$ cat config.mk
export PLATFORM = sky130hd
export DESIGN_NAME = pwc_top
export DESIGN_NICKNAME = d
export VERILOG_FILES = /design/src/pwc_pkg.sv /design/src/pwc_tick_gen.sv /design/src/pwc_hold_regs.sv /design/src/pwc_top.sv
export VERILOG_INCLUDE_DIRS = /design/src
export SDC_FILE = /design/constraint.sdc
export NUM_CORES = 1
export LEC_CHECK = 0
export ABC_AREA = 0
export BUFFER_PORTS_ARGS = -buffer_cell sky130_fd_sc_hd__buf_4
export CAP_MARGIN = 40
export CORE_UTILIZATION = 60
export CTS_CLUSTER_SIZE = 30
export DETAILED_ROUTE_END_ITERATION = 7
export PLACE_DENSITY = 0.8
export SLEW_MARGIN = 10
export SYNTH_ARGS = -nofsm -noshare
export SYNTH_HDL_FRONTEND = slang
export SYNTH_HIERARCHICAL = 1
export SYNTH_SLANG_ARGS = --single-unit
$ cat constraint.sdc
create_clock -name core_clk_in -period 6 [get_ports core_clk_in]
set_input_delay 0.3 -clock core_clk_in [delete_from_list [all_inputs] [get_ports core_clk_in]]
set_output_delay 0.3 -clock core_clk_in [all_outputs]
set_load 0.005 [all_outputs]
$ cat src/pwc_consts.svh
`ifndef PWC_CONSTS_SVH
`define PWC_CONSTS_SVH

// ==========================================================================
// register offsets (byte addresses)
`define PWC_OFS_ON_INTERVAL   8'h00
`define PWC_OFS_OFF_INTERVAL  8'h04
`define PWC_OFS_CONFIG        8'h08

// ==========================================================================
// reset values
`define PWC_RST_ON_INTERVAL   16'h0000
`define PWC_RST_OFF_INTERVAL  16'hffff
`define PWC_RST_PREDIV        4'h0

// ==========================================================================
// configuration field positions
`define PWC_CFG_RUN_BIT       0
`define PWC_CFG_CLK_SEL_BIT   1
`define PWC_CFG_INVERT_BIT    2
`define PWC_CFG_PREDIV_LSB    3
`define PWC_CFG_PREDIV_MSB    6

// ==========================================================================
// clock source choice encodings
`define PWC_CLK_SEL_FAST      1'b0
`define PWC_CLK_SEL_SLOW      1'b1

`endif

$ cat src/pwc_pkg.sv
package pwc_pkg;

  // ========================================================================
  // register bus request, one cycle per access
  typedef struct packed {
    logic [7:0]  addr;
    logic [31:0] wdata;
    logic        wr;
    logic        rd;
  } pwc_bus_req_s;

  // ========================================================================
  // configuration fields as seen by the waveform logic
  typedef struct packed {
    logic [3:0] prediv;
    logic       invert;
    logic       clk_sel;
    logic       run;
  } pwc_cfg_s;

  // ========================================================================
  // waveform sequencer states
  typedef enum logic [1:0] {
    PWC_ST_IDLE,
    PWC_ST_ON,
    PWC_ST_OFF,
    PWC_ST_FULL
  } pwc_state_e;

endpackage : pwc_pkg

$ cat src/pwc_tick_gen.sv
`timescale 1ns/1ps
`include "pwc_consts.svh"

// counting clock: samples both source clock pins, picks one, divides by
// prediv+1 and emits one tick per counting period
module pwc_tick_gen
  import pwc_pkg::*;
(
  // clock and reset
  input  wire logic       core_clk_in,
  input  wire logic       rst_n_in,
  // source clock pins
  input  wire logic       fast_src_in,
  input  wire logic       slow_src_in,
  // control
  input  wire logic       enable_in,
  input  wire logic       clk_sel_in,
  input  wire logic [3:0] prediv_in,
  // counting tick
  output logic            tick_out
);

  // ========================================================================
  // synchronisers and edge detect
  logic [2:0] fast_sync;
  logic [2:0] slow_sync;
  logic [3:0] div_cnt;
  logic       src_edge;

  // stage 0 feeds only stage 1; edges are taken from stages 1 and 2
  always_ff @(posedge core_clk_in or negedge rst_n_in)
  begin
    if (!rst_n_in)
    begin
      fast_sync <= 3'h0;
      slow_sync <= 3'h0;
    end
    else
    begin
      fast_sync <= {fast_sync[1:0], fast_src_in};
      slow_sync <= {slow_sync[1:0], slow_src_in};
    end
  end

  assign src_edge = (clk_sel_in == `PWC_CLK_SEL_SLOW) ? (slow_sync[1] & ~slow_sync[2])
                                                     : (fast_sync[1] & ~fast_sync[2]);

  // ========================================================================
  // pre-divider; held cleared while stopped, which also silences the ticks
  // divide by prediv+1
  always_ff @(posedge core_clk_in or negedge rst_n_in)
  begin
    if (!rst_n_in)
    begin
      div_cnt  <= 4'h0;
      tick_out <= 1'b0;
    end
    else if (!enable_in)
    begin
      div_cnt  <= 4'h0;
      tick_out <= 1'b0;
    end
    else if (src_edge)
    begin
      if (div_cnt >= prediv_in)
      begin
        div_cnt  <= 4'h0;
        tick_out <= 1'b1;
      end
      else
      begin
        div_cnt  <= div_cnt + 4'h1;
        tick_out <= 1'b0;
      end
    end
    else
    begin
      tick_out <= 1'b0;
    end
  end

endmodule : pwc_tick_gen

$ cat src/pwc_hold_regs.sv
`timescale 1ns/1ps
`include "pwc_consts.svh"

// holding registers for the two interval values; pending once both
// registers (all four bytes) carry fresh values
module pwc_hold_regs
  import pwc_pkg::*;
(
  // clock and reset
  input  wire logic        core_clk_in,
  input  wire logic        rst_n_in,
  // write side
  input  wire logic        on_wr_in,
  input  wire logic        off_wr_in,
  input  wire logic [15:0] wdata_in,
  // transfer side
  input  wire logic        xfer_in,
  output logic             pending_out,
  output logic [15:0]      on_hold_out,
  output logic [15:0]      off_hold_out
);

  logic on_full;
  logic off_full;

  // ========================================================================
  // held values
  always_ff @(posedge core_clk_in or negedge rst_n_in)
  begin
    if (!rst_n_in)
    begin
      on_hold_out  <= `PWC_RST_ON_INTERVAL;
      off_hold_out <= `PWC_RST_OFF_INTERVAL;
    end
    else
    begin
      if (on_wr_in)
        on_hold_out <= wdata_in;
      if (off_wr_in)
        off_hold_out <= wdata_in;
    end
  end

  // ========================================================================
  // marked empty after transfer
  // a write in the transfer cycle keeps its flag: set wins over clear
  always_ff @(posedge core_clk_in or negedge rst_n_in)
  begin
    if (!rst_n_in)
    begin
      on_full  <= 1'b0;
      off_full <= 1'b0;
    end
    else
    begin
      on_full  <= on_wr_in | (on_full & ~xfer_in);
      off_full <= off_wr_in | (off_full & ~xfer_in);
    end
  end

  assign pending_out = on_full & off_full;

endmodule : pwc_hold_regs

$ cat src/pwc_top.sv
// Added by the designer: the address-and-strobe port.
`timescale 1ns/1ps
`include "pwc_consts.svh"

// Function
// - An off-interval value of n keeps the waveform off for n+1 counting periods.
// - An off-interval value of zero holds the output continuously on (full on).
// - The selected source clock is divided by the pre-divider field plus one.
// - The 16-bit interval counter decrements once per divided counting period.
// - A pre-divider of zero counts directly at the selected source rate.
// - The invert bit at 1 drives the on state low, at 0 drives it high.
// - The source choice bit picks the slow clock at 1 and the fast clock at 0.
// - With run at 0 the counters are cleared and the sequencer forced off.
// - With run at 0 the output sits at the inactive level given by the invert bit.
// - Clearing run leaves both interval registers intact and accessible.
// - With run at 0 the counting ticks stop so the waveform logic stays idle.
// - An on value of n gives n+1 on periods; zero on with nonzero off is full off.
// - Interval writes go to holding registers, loaded at end of off count, in full on, or while idle.
// - After a transfer the holding registers are empty, unless written in that cycle, and reads show active values.
// - A sleep request clears the counters and forces state and output off.
module pwc_top
  import pwc_pkg::*;
(
  // clock and reset
  input  wire logic                  core_clk_in,
  input  wire logic                  rst_n_in,
  // register port
  input  wire pwc_pkg::pwc_bus_req_s bus_req_in,
  output logic [31:0]                rd_data_out,
  // counting source clocks, sampled as plain pins
  input  wire logic                  fast_src_in,
  input  wire logic                  slow_src_in,
  // sleep request from the power_clock_reset_unit
  input  wire logic                  sleep_req_in,
  // waveform pin
  output logic                       pwm_out_out
);

  import pwc_pkg::*;

  // ========================================================================
  // declarations
  logic [15:0] on_interval_value;
  logic [15:0] off_interval_value;
  pwc_cfg_s    cfg;
  pwc_state_e  state;
  pwc_state_e  next_state;
  logic [15:0] cnt;
  logic [15:0] next_cnt;
  logic        tick;
  logic        active;
  logic        pending;
  logic        xfer;
  logic [15:0] on_hold;
  logic [15:0] off_hold;
  logic        on_wr;
  logic        off_wr;
  logic        cfg_wr;
  logic        wave_on;

  // the sequencer only moves while running and awake
  assign active = cfg.run & ~sleep_req_in;

  // ========================================================================
  // register decode
  assign on_wr  = bus_req_in.wr & (bus_req_in.addr == `PWC_OFS_ON_INTERVAL);
  assign off_wr = bus_req_in.wr & (bus_req_in.addr == `PWC_OFS_OFF_INTERVAL);
  assign cfg_wr = bus_req_in.wr & (bus_req_in.addr == `PWC_OFS_CONFIG);

  // ========================================================================
  // configuration register
  always_ff @(posedge core_clk_in or negedge rst_n_in)
  begin
    if (!rst_n_in)
    begin
      cfg <= '{prediv: `PWC_RST_PREDIV, invert: 1'b0, clk_sel: 1'b0, run: 1'b0};
    end
    else if (cfg_wr)
    begin
      cfg.prediv  <= bus_req_in.wdata[`PWC_CFG_PREDIV_MSB:`PWC_CFG_PREDIV_LSB];
      cfg.invert  <= bus_req_in.wdata[`PWC_CFG_INVERT_BIT];
      cfg.clk_sel <= bus_req_in.wdata[`PWC_CFG_CLK_SEL_BIT];
      cfg.run     <= bus_req_in.wdata[`PWC_CFG_RUN_BIT];
    end
  end

  // ========================================================================
  // holding registers
  // writes land in holding registers
  pwc_hold_regs u_hold (
    .core_clk_in  (core_clk_in),
    .rst_n_in     (rst_n_in),
    .on_wr_in     (on_wr),
    .off_wr_in    (off_wr),
    .wdata_in     (bus_req_in.wdata[15:0]),
    .xfer_in      (xfer),
    .pending_out  (pending),
    .on_hold_out  (on_hold),
    .off_hold_out (off_hold)
  );

  // ========================================================================
  // counting tick
  // ticks stop while stopped
  pwc_tick_gen u_tick (
    .core_clk_in (core_clk_in),
    .rst_n_in    (rst_n_in),
    .fast_src_in (fast_src_in),
    .slow_src_in (slow_src_in),
    .enable_in   (active),
    .clk_sel_in  (cfg.clk_sel),
    .prediv_in   (cfg.prediv),
    .tick_out    (tick)
  );

  // ========================================================================
  // holding transfer point
  // end of off count, full on, or while idle
  // stopped counts as a completed off count so software sees its writes
  always_comb
  begin
    xfer = 1'b0;
    if (pending)
    begin
      if (state == PWC_ST_IDLE || state == PWC_ST_FULL)
        xfer = 1'b1;
      else if (state == PWC_ST_OFF && tick && cnt == 16'h0000)
        xfer = 1'b1;
    end
  end

  // ========================================================================
  // active interval registers, untouched by run
  // kept across stop
  always_ff @(posedge core_clk_in or negedge rst_n_in)
  begin
    if (!rst_n_in)
    begin
      on_interval_value  <= `PWC_RST_ON_INTERVAL;
      off_interval_value <= `PWC_RST_OFF_INTERVAL;
    end
    else if (xfer)
    begin
      on_interval_value  <= on_hold;
      off_interval_value <= off_hold;
    end
  end

  // ========================================================================
  // sequencer next state and count
  always_comb
  begin
    next_state = state;
    next_cnt   = cnt;
    unique case (state)
      PWC_ST_IDLE:
      begin
        next_cnt = 16'h0000;
        if (active)
        begin
          // zero off interval is full on
          if (off_interval_value == 16'h0000)
            next_state = PWC_ST_FULL;
          // zero on interval is full off
          else if (on_interval_value == 16'h0000)
          begin
            next_state = PWC_ST_OFF;
            next_cnt   = off_interval_value;
          end
          else
          begin
            next_state = PWC_ST_ON;
            next_cnt   = on_interval_value;
          end
        end
      end
      PWC_ST_ON:
      begin
        if (tick)
        begin
          if (cnt == 16'h0000)
          begin
            next_state = PWC_ST_OFF;
            next_cnt   = off_interval_value;
          end
          else
          begin
            next_cnt = cnt - 16'h0001;
          end
        end
      end
      PWC_ST_OFF:
      begin
        if (tick)
        begin
          if (cnt == 16'h0000)
          begin
            // pick the next state from the held values if they transfer here, else from the active values
            if (xfer && off_hold == 16'h0000)
              next_state = PWC_ST_FULL;
            else if (xfer && on_hold == 16'h0000)
            begin
              next_state = PWC_ST_OFF;
              next_cnt   = off_hold;
            end
            else if (xfer)
            begin
              next_state = PWC_ST_ON;
              next_cnt   = on_hold;
            end
            else if (on_interval_value == 16'h0000)
            begin
              next_state = PWC_ST_OFF;
              next_cnt   = off_interval_value;
            end
            else
            begin
              next_state = PWC_ST_ON;
              next_cnt   = on_interval_value;
            end
          end
          else
          begin
            next_cnt = cnt - 16'h0001;
          end
        end
      end
      PWC_ST_FULL:
      begin
        next_cnt = 16'h0000;
        // leave full on once a nonzero off value has been taken
        if (xfer && off_hold != 16'h0000)
          next_state = PWC_ST_IDLE;
      end
    endcase
  end

  // ========================================================================
  // sequencer registers
  // stop clears counter and forces off
  always_ff @(posedge core_clk_in or negedge rst_n_in)
  begin
    if (!rst_n_in)
    begin
      state <= PWC_ST_IDLE;
      cnt   <= 16'h0000;
    end
    else if (!active)
    begin
      state <= PWC_ST_IDLE;
      cnt   <= 16'h0000;
    end
    else
    begin
      state <= next_state;
      cnt   <= next_cnt;
    end
  end

  // ========================================================================
  // waveform pin
  assign wave_on = (state == PWC_ST_ON) || (state == PWC_ST_FULL);

  always_ff @(posedge core_clk_in or negedge rst_n_in)
  begin
    if (!rst_n_in)
      pwm_out_out <= 1'b0;
    else if (!active)
      pwm_out_out <= cfg.invert;
    else
      pwm_out_out <= wave_on ^ cfg.invert;
  end

  // ========================================================================
  // read data, valid the cycle after the strobe only
  // reads show active values
  always_ff @(posedge core_clk_in or negedge rst_n_in)
  begin
    if (!rst_n_in)
      rd_data_out <= 32'h0000_0000;
    else if (bus_req_in.rd)
    begin
      unique case (bus_req_in.addr)
        `PWC_OFS_ON_INTERVAL:  rd_data_out <= {16'h0000, on_interval_value};
        `PWC_OFS_OFF_INTERVAL: rd_data_out <= {16'h0000, off_interval_value};
        `PWC_OFS_CONFIG:       rd_data_out <= {25'h0, cfg.prediv, cfg.invert,
                                               cfg.clk_sel, cfg.run};
        default:               rd_data_out <= 32'h0000_0000;
      endcase
    end
    else
      rd_data_out <= 32'h0000_0000;
  end

endmodule : pwc_top

Yosys cells after proc, flatten, opt, wreduce, memory -nomap -nowiden

Cells that the tools add are included.

Flip-flop bits (word level): 135
Bits in latches: 0
RAM bits: 0
Bits in read-only memories: 0
Input bits: 47
Output and inout bits: 33
Word-level logic and storage cells: 102
Memories kept: 0

Add/sub/neg operators: 2
$mul: 0
Divide/modulo/power cells: 0
$lt $le $gt $ge: 1
Equality and inequality tests: 12
Shift-type cells: 0
Multiplexer cells: 36
Bitwise logic cells: 16
Reduce and logical (&&, ||, !) cells: 17

Operators by type and width:

| cell                                                                 | number |
|---|---|
| 16-bit two-way mux                                                   | 10 |
| 16-bit logical NOT                                                   | 5 |
| 16-bit case mux with 4 select lines                                  | 1 |
| 16-bit case mux with 3 select lines                                  | 1 |
| 32-bit two-way mux                                                   | 1 |
| 2-bit two-way mux                                                    | 11 |
| 16-bit nonzero test                                                  | 1 |
| 16-bit by 1-bit subtractor with 16-bit output, second input constant | 1 |
| 3-bit inequality test, second input constant                         | 5 |
| 4-bit two-way mux                                                    | 3 |
| 1-bit AND                                                            | 9 |
| 8-bit by 3-bit == test with 1-bit output, second input constant      | 1 |
| 8-bit by 4-bit == test with 1-bit output, second input constant      | 1 |
| 8-bit logical NOT                                                    | 1 |
| 1-bit two-way mux                                                    | 8 |
| 2-bit case mux with 4 select lines                                   | 1 |
| 1-bit logical AND                                                    | 5 |
| 5-bit AND reduction                                                  | 1 |
| 4-bit by 1-bit adder with 4-bit output, second input constant        | 1 |
| 2-bit == test, second input constant                                 | 2 |
| 4-bit >= comparator                                                  | 1 |
| 4-bit inequality test, second input constant                         | 1 |
| 1-bit inverter                                                       | 4 |
| 3-bit AND reduction                                                  | 1 |
| 6 further kinds                                                      | 8 |

Logic depth before layout (Yosys ltp)

Depth in word-level cells: 13
Mapped depth: 10
Gate-level depth less buffers: 9

Cells and area by module

Netlist, hierarchy kept.

Modules (own cells, without submodules):

| module        | times used | cells an instance | area an instance (sq um) | seq. area each (sq um) |
|---|---|---|---|---|
| pwc_top       | 1          | 556               | 4733.3                   | 1871.8 |
| pwc_hold_regs | 1          | 74                | 1388.8                   | 870.8 |
| pwc_tick_gen  | 1          | 42                | 515.5                    | 275.3 |

Worst setup path after synthesis

Ideal clock, no wire load.

Path type: register to register
From: reg cnt[0]
To: reg cnt[11]
Library setup time: 0.131 ns
Arrival: 2.269 ns
Required time: 5.869 ns
Setup slack: 3.600 ns
Stages on the path, launching flop included: 9
Path buffers: 0
Clock period less this slack: 2.400 ns
Path through: dfrtp_1 > inv_1 > ha_1 > nor3b_2 > nand3_2 > or4_4 > and2_4 > nor4b_1 > or3_1

Word-level cells in the longest chain between the ends: 12
Elaborated cells between the ends (all ways): 19
Classes of those cells: 1 x add/sub; 1 x eq/ne; 12 x mux; 5 x reduce/logical

RTL lines:

| element                                                        | RTL line                                       | RTL |
|---|---|---|
| start: declaration                                             | pwc_top.sv:48                                  | `logic [15:0] cnt;` |
| start signal: assignment                                       | pwc_top.sv:256                                 | `cnt <= next_cnt;` |
| 16-bit logical NOT                                             | pwc_top.sv:127, pwc_top.sv:181, pwc_top.sv:196 |  |
| 1-bit logical AND                                              | pwc_top.sv:127                                 | `else if (state == PWC_ST_OFF && tick && cnt == 16'h0000)` |
| 1-bit two-way mux                                              | pwc_top.sv:127                                 |  |
| 1-bit two-way mux                                              | pwc_top.sv:125                                 | `if (state == PWC_ST_IDLE \|\| state == PWC_ST_FULL)` |
| 1-bit two-way mux                                              | pwc_top.sv:123                                 | `if (pending)` |
| 16-bit two-way mux / 1-bit logical AND (equally long branches) | pwc_top.sv:206, pwc_top.sv:201                 |  |
| 16-bit two-way mux                                             | pwc_top.sv:201                                 | `else if (xfer && on_hold == 16'h0000)` |
| 16-bit two-way mux                                             | pwc_top.sv:199                                 | `if (xfer && off_hold == 16'h0000)` |
| 16-bit two-way mux                                             | pwc_top.sv:196                                 | `if (cnt == 16'h0000)` |
| 16-bit two-way mux                                             | pwc_top.sv:194                                 | `if (tick)` |
| 16-bit case mux with 4 select lines                            | pwc_top.sv:155                                 | `unique case (state)` |
| 16-bit two-way mux                                             | pwc_top.sv:248                                 | `else if (!active)` |

Several ways; a longest one is shown, not always the timed one. The select of a mux whose other input is x is not followed.
A chain may end at the register's enable or synchronous reset.

Final worst setup path

From: reg state[0]
To: reg cnt[9]

Word-level cells in the longest chain between the ends: 13
Elaborated cells between the ends (all ways): 23
Classes of those cells: 6 x eq/ne; 10 x mux; 7 x reduce/logical

RTL lines:

| element                                                        | RTL line                       | RTL |
|---|---|---|
| start: declaration                                             | pwc_top.sv:46                  | `pwc_state_e state;` |
| start signal: assignment                                       | pwc_top.sv:255                 | `state <= next_state;` |
| 2-bit == test                                                  | pwc_top.sv:127, pwc_top.sv:155 |  |
| 1-bit logical AND (2 in a row)                                 | pwc_top.sv:127                 |  |
| 1-bit two-way mux                                              | pwc_top.sv:127                 |  |
| 1-bit two-way mux                                              | pwc_top.sv:125                 |  |
| 1-bit two-way mux                                              | pwc_top.sv:123                 |  |
| 16-bit two-way mux / 1-bit logical AND (equally long branches) | pwc_top.sv:206, pwc_top.sv:201 |  |
| 16-bit two-way mux                                             | pwc_top.sv:201                 |  |
| 16-bit two-way mux                                             | pwc_top.sv:199                 |  |
| 16-bit two-way mux                                             | pwc_top.sv:196                 |  |
| 16-bit two-way mux                                             | pwc_top.sv:194                 |  |
| 16-bit case mux with 4 select lines                            | pwc_top.sv:155                 |  |
| 16-bit two-way mux                                             | pwc_top.sv:248                 |  |

Several ways; a longest one is shown, not always the timed one. The select of a mux whose other input is x is not followed.

==> flow_summary.toml <==
[run_status]
status = "finished, violations left"
violations = "design-rule violations"

[floorplan]
fp.dieW_um = 107.2
core_area_um2 = 10790
rows = 38
initial_utilization = 0.6150
die-area_um2 = 11490
io_pins = 80
fp.dieH_um = 107.2

[cts]
post_cts_buffers = 0
cts_tree = "built"
clk_latency_ps = 540
clk_pin_slew_ps = 60
cts.htree.levels = 4
cts_inserted_buffers = 17
clk_path_buf_depth = 2
root_buffer = "clkbuf_8"
clock-sinks = 119

[run]
max_cap_viol_count = 0

[sta]
maxSlewHeadroom = 0.4264
final.setup.tns_ps = 0
hold_viol_final = 0
layout_min_cycle_time_ps = 3668
max_freq_mhz = 272.6
rsz0062_at_grt = "no"
tightest_slew_ps = 851.3
setup_viol = 0
final_max_slew_viol_count = 0
fin_crit_sh = 0.6113
skew_ps = 9.625

[logic_synthesis]
synth.largest_area_cell = "dfrtp_1"
avgSynthCellArea_um2 = 9.877
yosysWarnings = 6
synth_edf_count = 0
synth_ff_type = "dfrtp_1"
syn_area_um2 = 6638
synthTopCellsByArea = "dfrtp_1 (33%), dfstp_2 (13%), nand2_1 (6.7%)"
syn-instance-count = 672
ys_types = 75
ys_seq_area_frac = 0.4547
synth.top_cell.area_share = 0.3280
ys_ff_latch = 119
async_flop_share = 1.000

[layout]
final-instance-count-excl-fill = 875
diodes = 0
final_area_um2 = 7747
nets = 779
fillers = 760
area_growth_pct = 16.72
drive_gt1_frac = 0.2490

[routing]
detail_route.wl_per_cell_um = 21.37
routed_wl_um = 18700
drc_errors = 2
ant_nets = 0
drt-initial-drc-count = 536
firstDrtPassIters = 8
drt-vias-per-instance = 6.440
vias = 5635

[global_routing]
grt_pass1_wl_um = 29980
antenna_found_initial = 0
grt.total_usage = 0.3493
overflow = 0
grt_max_degree = 67
grt_pass1_vias = 5496

[pwr]
p_leak_uw = 0.003602
power_density_nw_per_um2 = 275.4
ir_worst_vdd_v = 0.0003596

[place]
placed_area_um2 = 7008
gp_congestion = 0.9464
place_inst = 834
hpwl_um = 13000
portBuffers = 47

[setup_path]
crit_fanout = 45
path_class = "register to register"
critPathCaptureType = "register"
cp.required_ps = 6410
worstSetupStartpointType = "register"
cp_data_arrival_time_ps = 4080

[worst_hold_path]
hp-class = "input pin to register"
==> synthesized netlist by cell type (8+ instances only) <==
library cell	n
nand2_1	119
dfrtp_1	87
nor2_1	45
a21oi_1	43
dfstp_2	32
mux2_2	23
mux2i_1	23
o21ai_0	19
buf_4	18
clkbuf_1	18
mux2_4	18
nor4_1	18
inv_1	17
a211oi_1	13
nand3_1	13
ha_1	10
nor3_1	9
xnor2_1	8
==> layout make-up <==
class | instances | area [um^2] | share of cell area
multi-input cells | 503 | 3318 | 0.4283
clock inverters | 9 | 162.7 | 0.02099
inverters | 17 | 63.81 | 0.008236
flip-flops and latches | 119 | 3018 | 0.3895
repair buffers | 64 | 523.0 | 0.06751
well taps | 140 | 175.2 | 0.02261
clock buffers | 23 | 486.7 | 0.06282
==> placed cells by master, fill, tap and decap left out, drive strengths merged, types with 6 or more instances in the layout <==
| cell type | count |
|---|---|
| conb | 16 |
| xnor2 | 8 |
| dfrtp | 87 |
| nor2 | 45 |
| nand2b | 6 |
| nand3 | 14 |
| dfstp | 32 |
| nand2 | 119 |
| o22ai | 6 |
| buf | 55 |
| dlygate4sd3 | 9 |
| or4 | 6 |
| mux2 | 41 |
| nor3 | 9 |
| ha | 10 |
| a21oi | 44 |
| mux2i | 23 |
| nor4 | 23 |
| a21o | 6 |
| o21ai | 20 |
| clkbuf | 23 |
| inv | 19 |
| a211oi | 13 |
==> per-layer routing <==
metal	share of wire	track usage	routed length (um)
met2	0.47	0.5470	8788
met1	0.40	0.4658	7542
met3	0.095	0.08815	1774
met4	0.032	0.1380	589
met5	0	0	0
==> power by group <==
group | switching [uW] | total, uW | internal (uW)
registers | 24.2 | 853 | 829
clock network | 374 | 1110 | 735
logic | 109 | 172 | 63.9
total | 507 | 2130 | 1630
==> cells by family after synthesis <==
group | Yosys count | synth area share
DFF | 119 | 0.4547
buffers and inverters | 65 | 0.05523
other | 1 | 0.0005650
and+or+nand+nor | 259 | 0.1949
xor gates and xnor gates | 13 | 0.01715
muxes | 64 | 0.1144
adders and majority gates | 10 | 0.01885
AOI/OAI and AO/OA | 141 | 0.1442
==> worst paths after layout <==
check	from	end	slack, ps	cells after the start
max	state[0]	cnt[9]	2330	12
min	bus_req_in[10]	u_hold/on_hold_out[8]	20	2
max reg2reg	state[0]	cnt[9]	2330	12
min reg2reg	u_tick/slow_sync[0]	u_tick/slow_sync[1]	350	0
max in group asynchronous	rst_n_in	u_tick/div_cnt[3]	4400	3
min in group asynchronous	rst_n_in	rd_data_out[11]	340	2
==> worst max-delay path, stage by stage, from the launching register on <==
cell and delay (ps):
dfrtp_1 400, inv_1 120, ha_1 570, and2_1 250, and4_1 270, a21oi_2 70, buf_4 290, inv_1 550
buf_8 250, buf_4 230, nand2_1 110, a32oi_1 270, o211ai_1 140
==> registers in the layout, indices dropped and copies added, names as in the netlist, 2 cells and up <==
name                 flops
u_tick/div_cnt           4
u_hold/on_hold_out      16
off_interval_value      16
cnt                     16
cfg                      7
u_tick/slow_sync         3
u_tick/fast_sync         3
on_interval_value       16
u_hold/off_hold_out     16
rd_data_out             16
state                    2
==> what timing repair did <==
item | in CTS | in global routing
endpoints found under the hold margin | 45 | 0
gates resized for setup | 0 | 0
hold buffers | 9 | 0
==> through the flow <==
stage,utilization,setup slack (ps),power (uW),hold WS (ps)
after floorplan,-,3600,959.9,4.409
after global placement,0.6447,2242,1020,334.0
after detailed placement,0.6493,2468,1027,337.1
after CTS,0.7178,2437,2134,10.39
after global routing,0.7178,2147,2192,8.308
final,0.7178,2332,2134,15.57
Power figures use the tool's default switching activity.
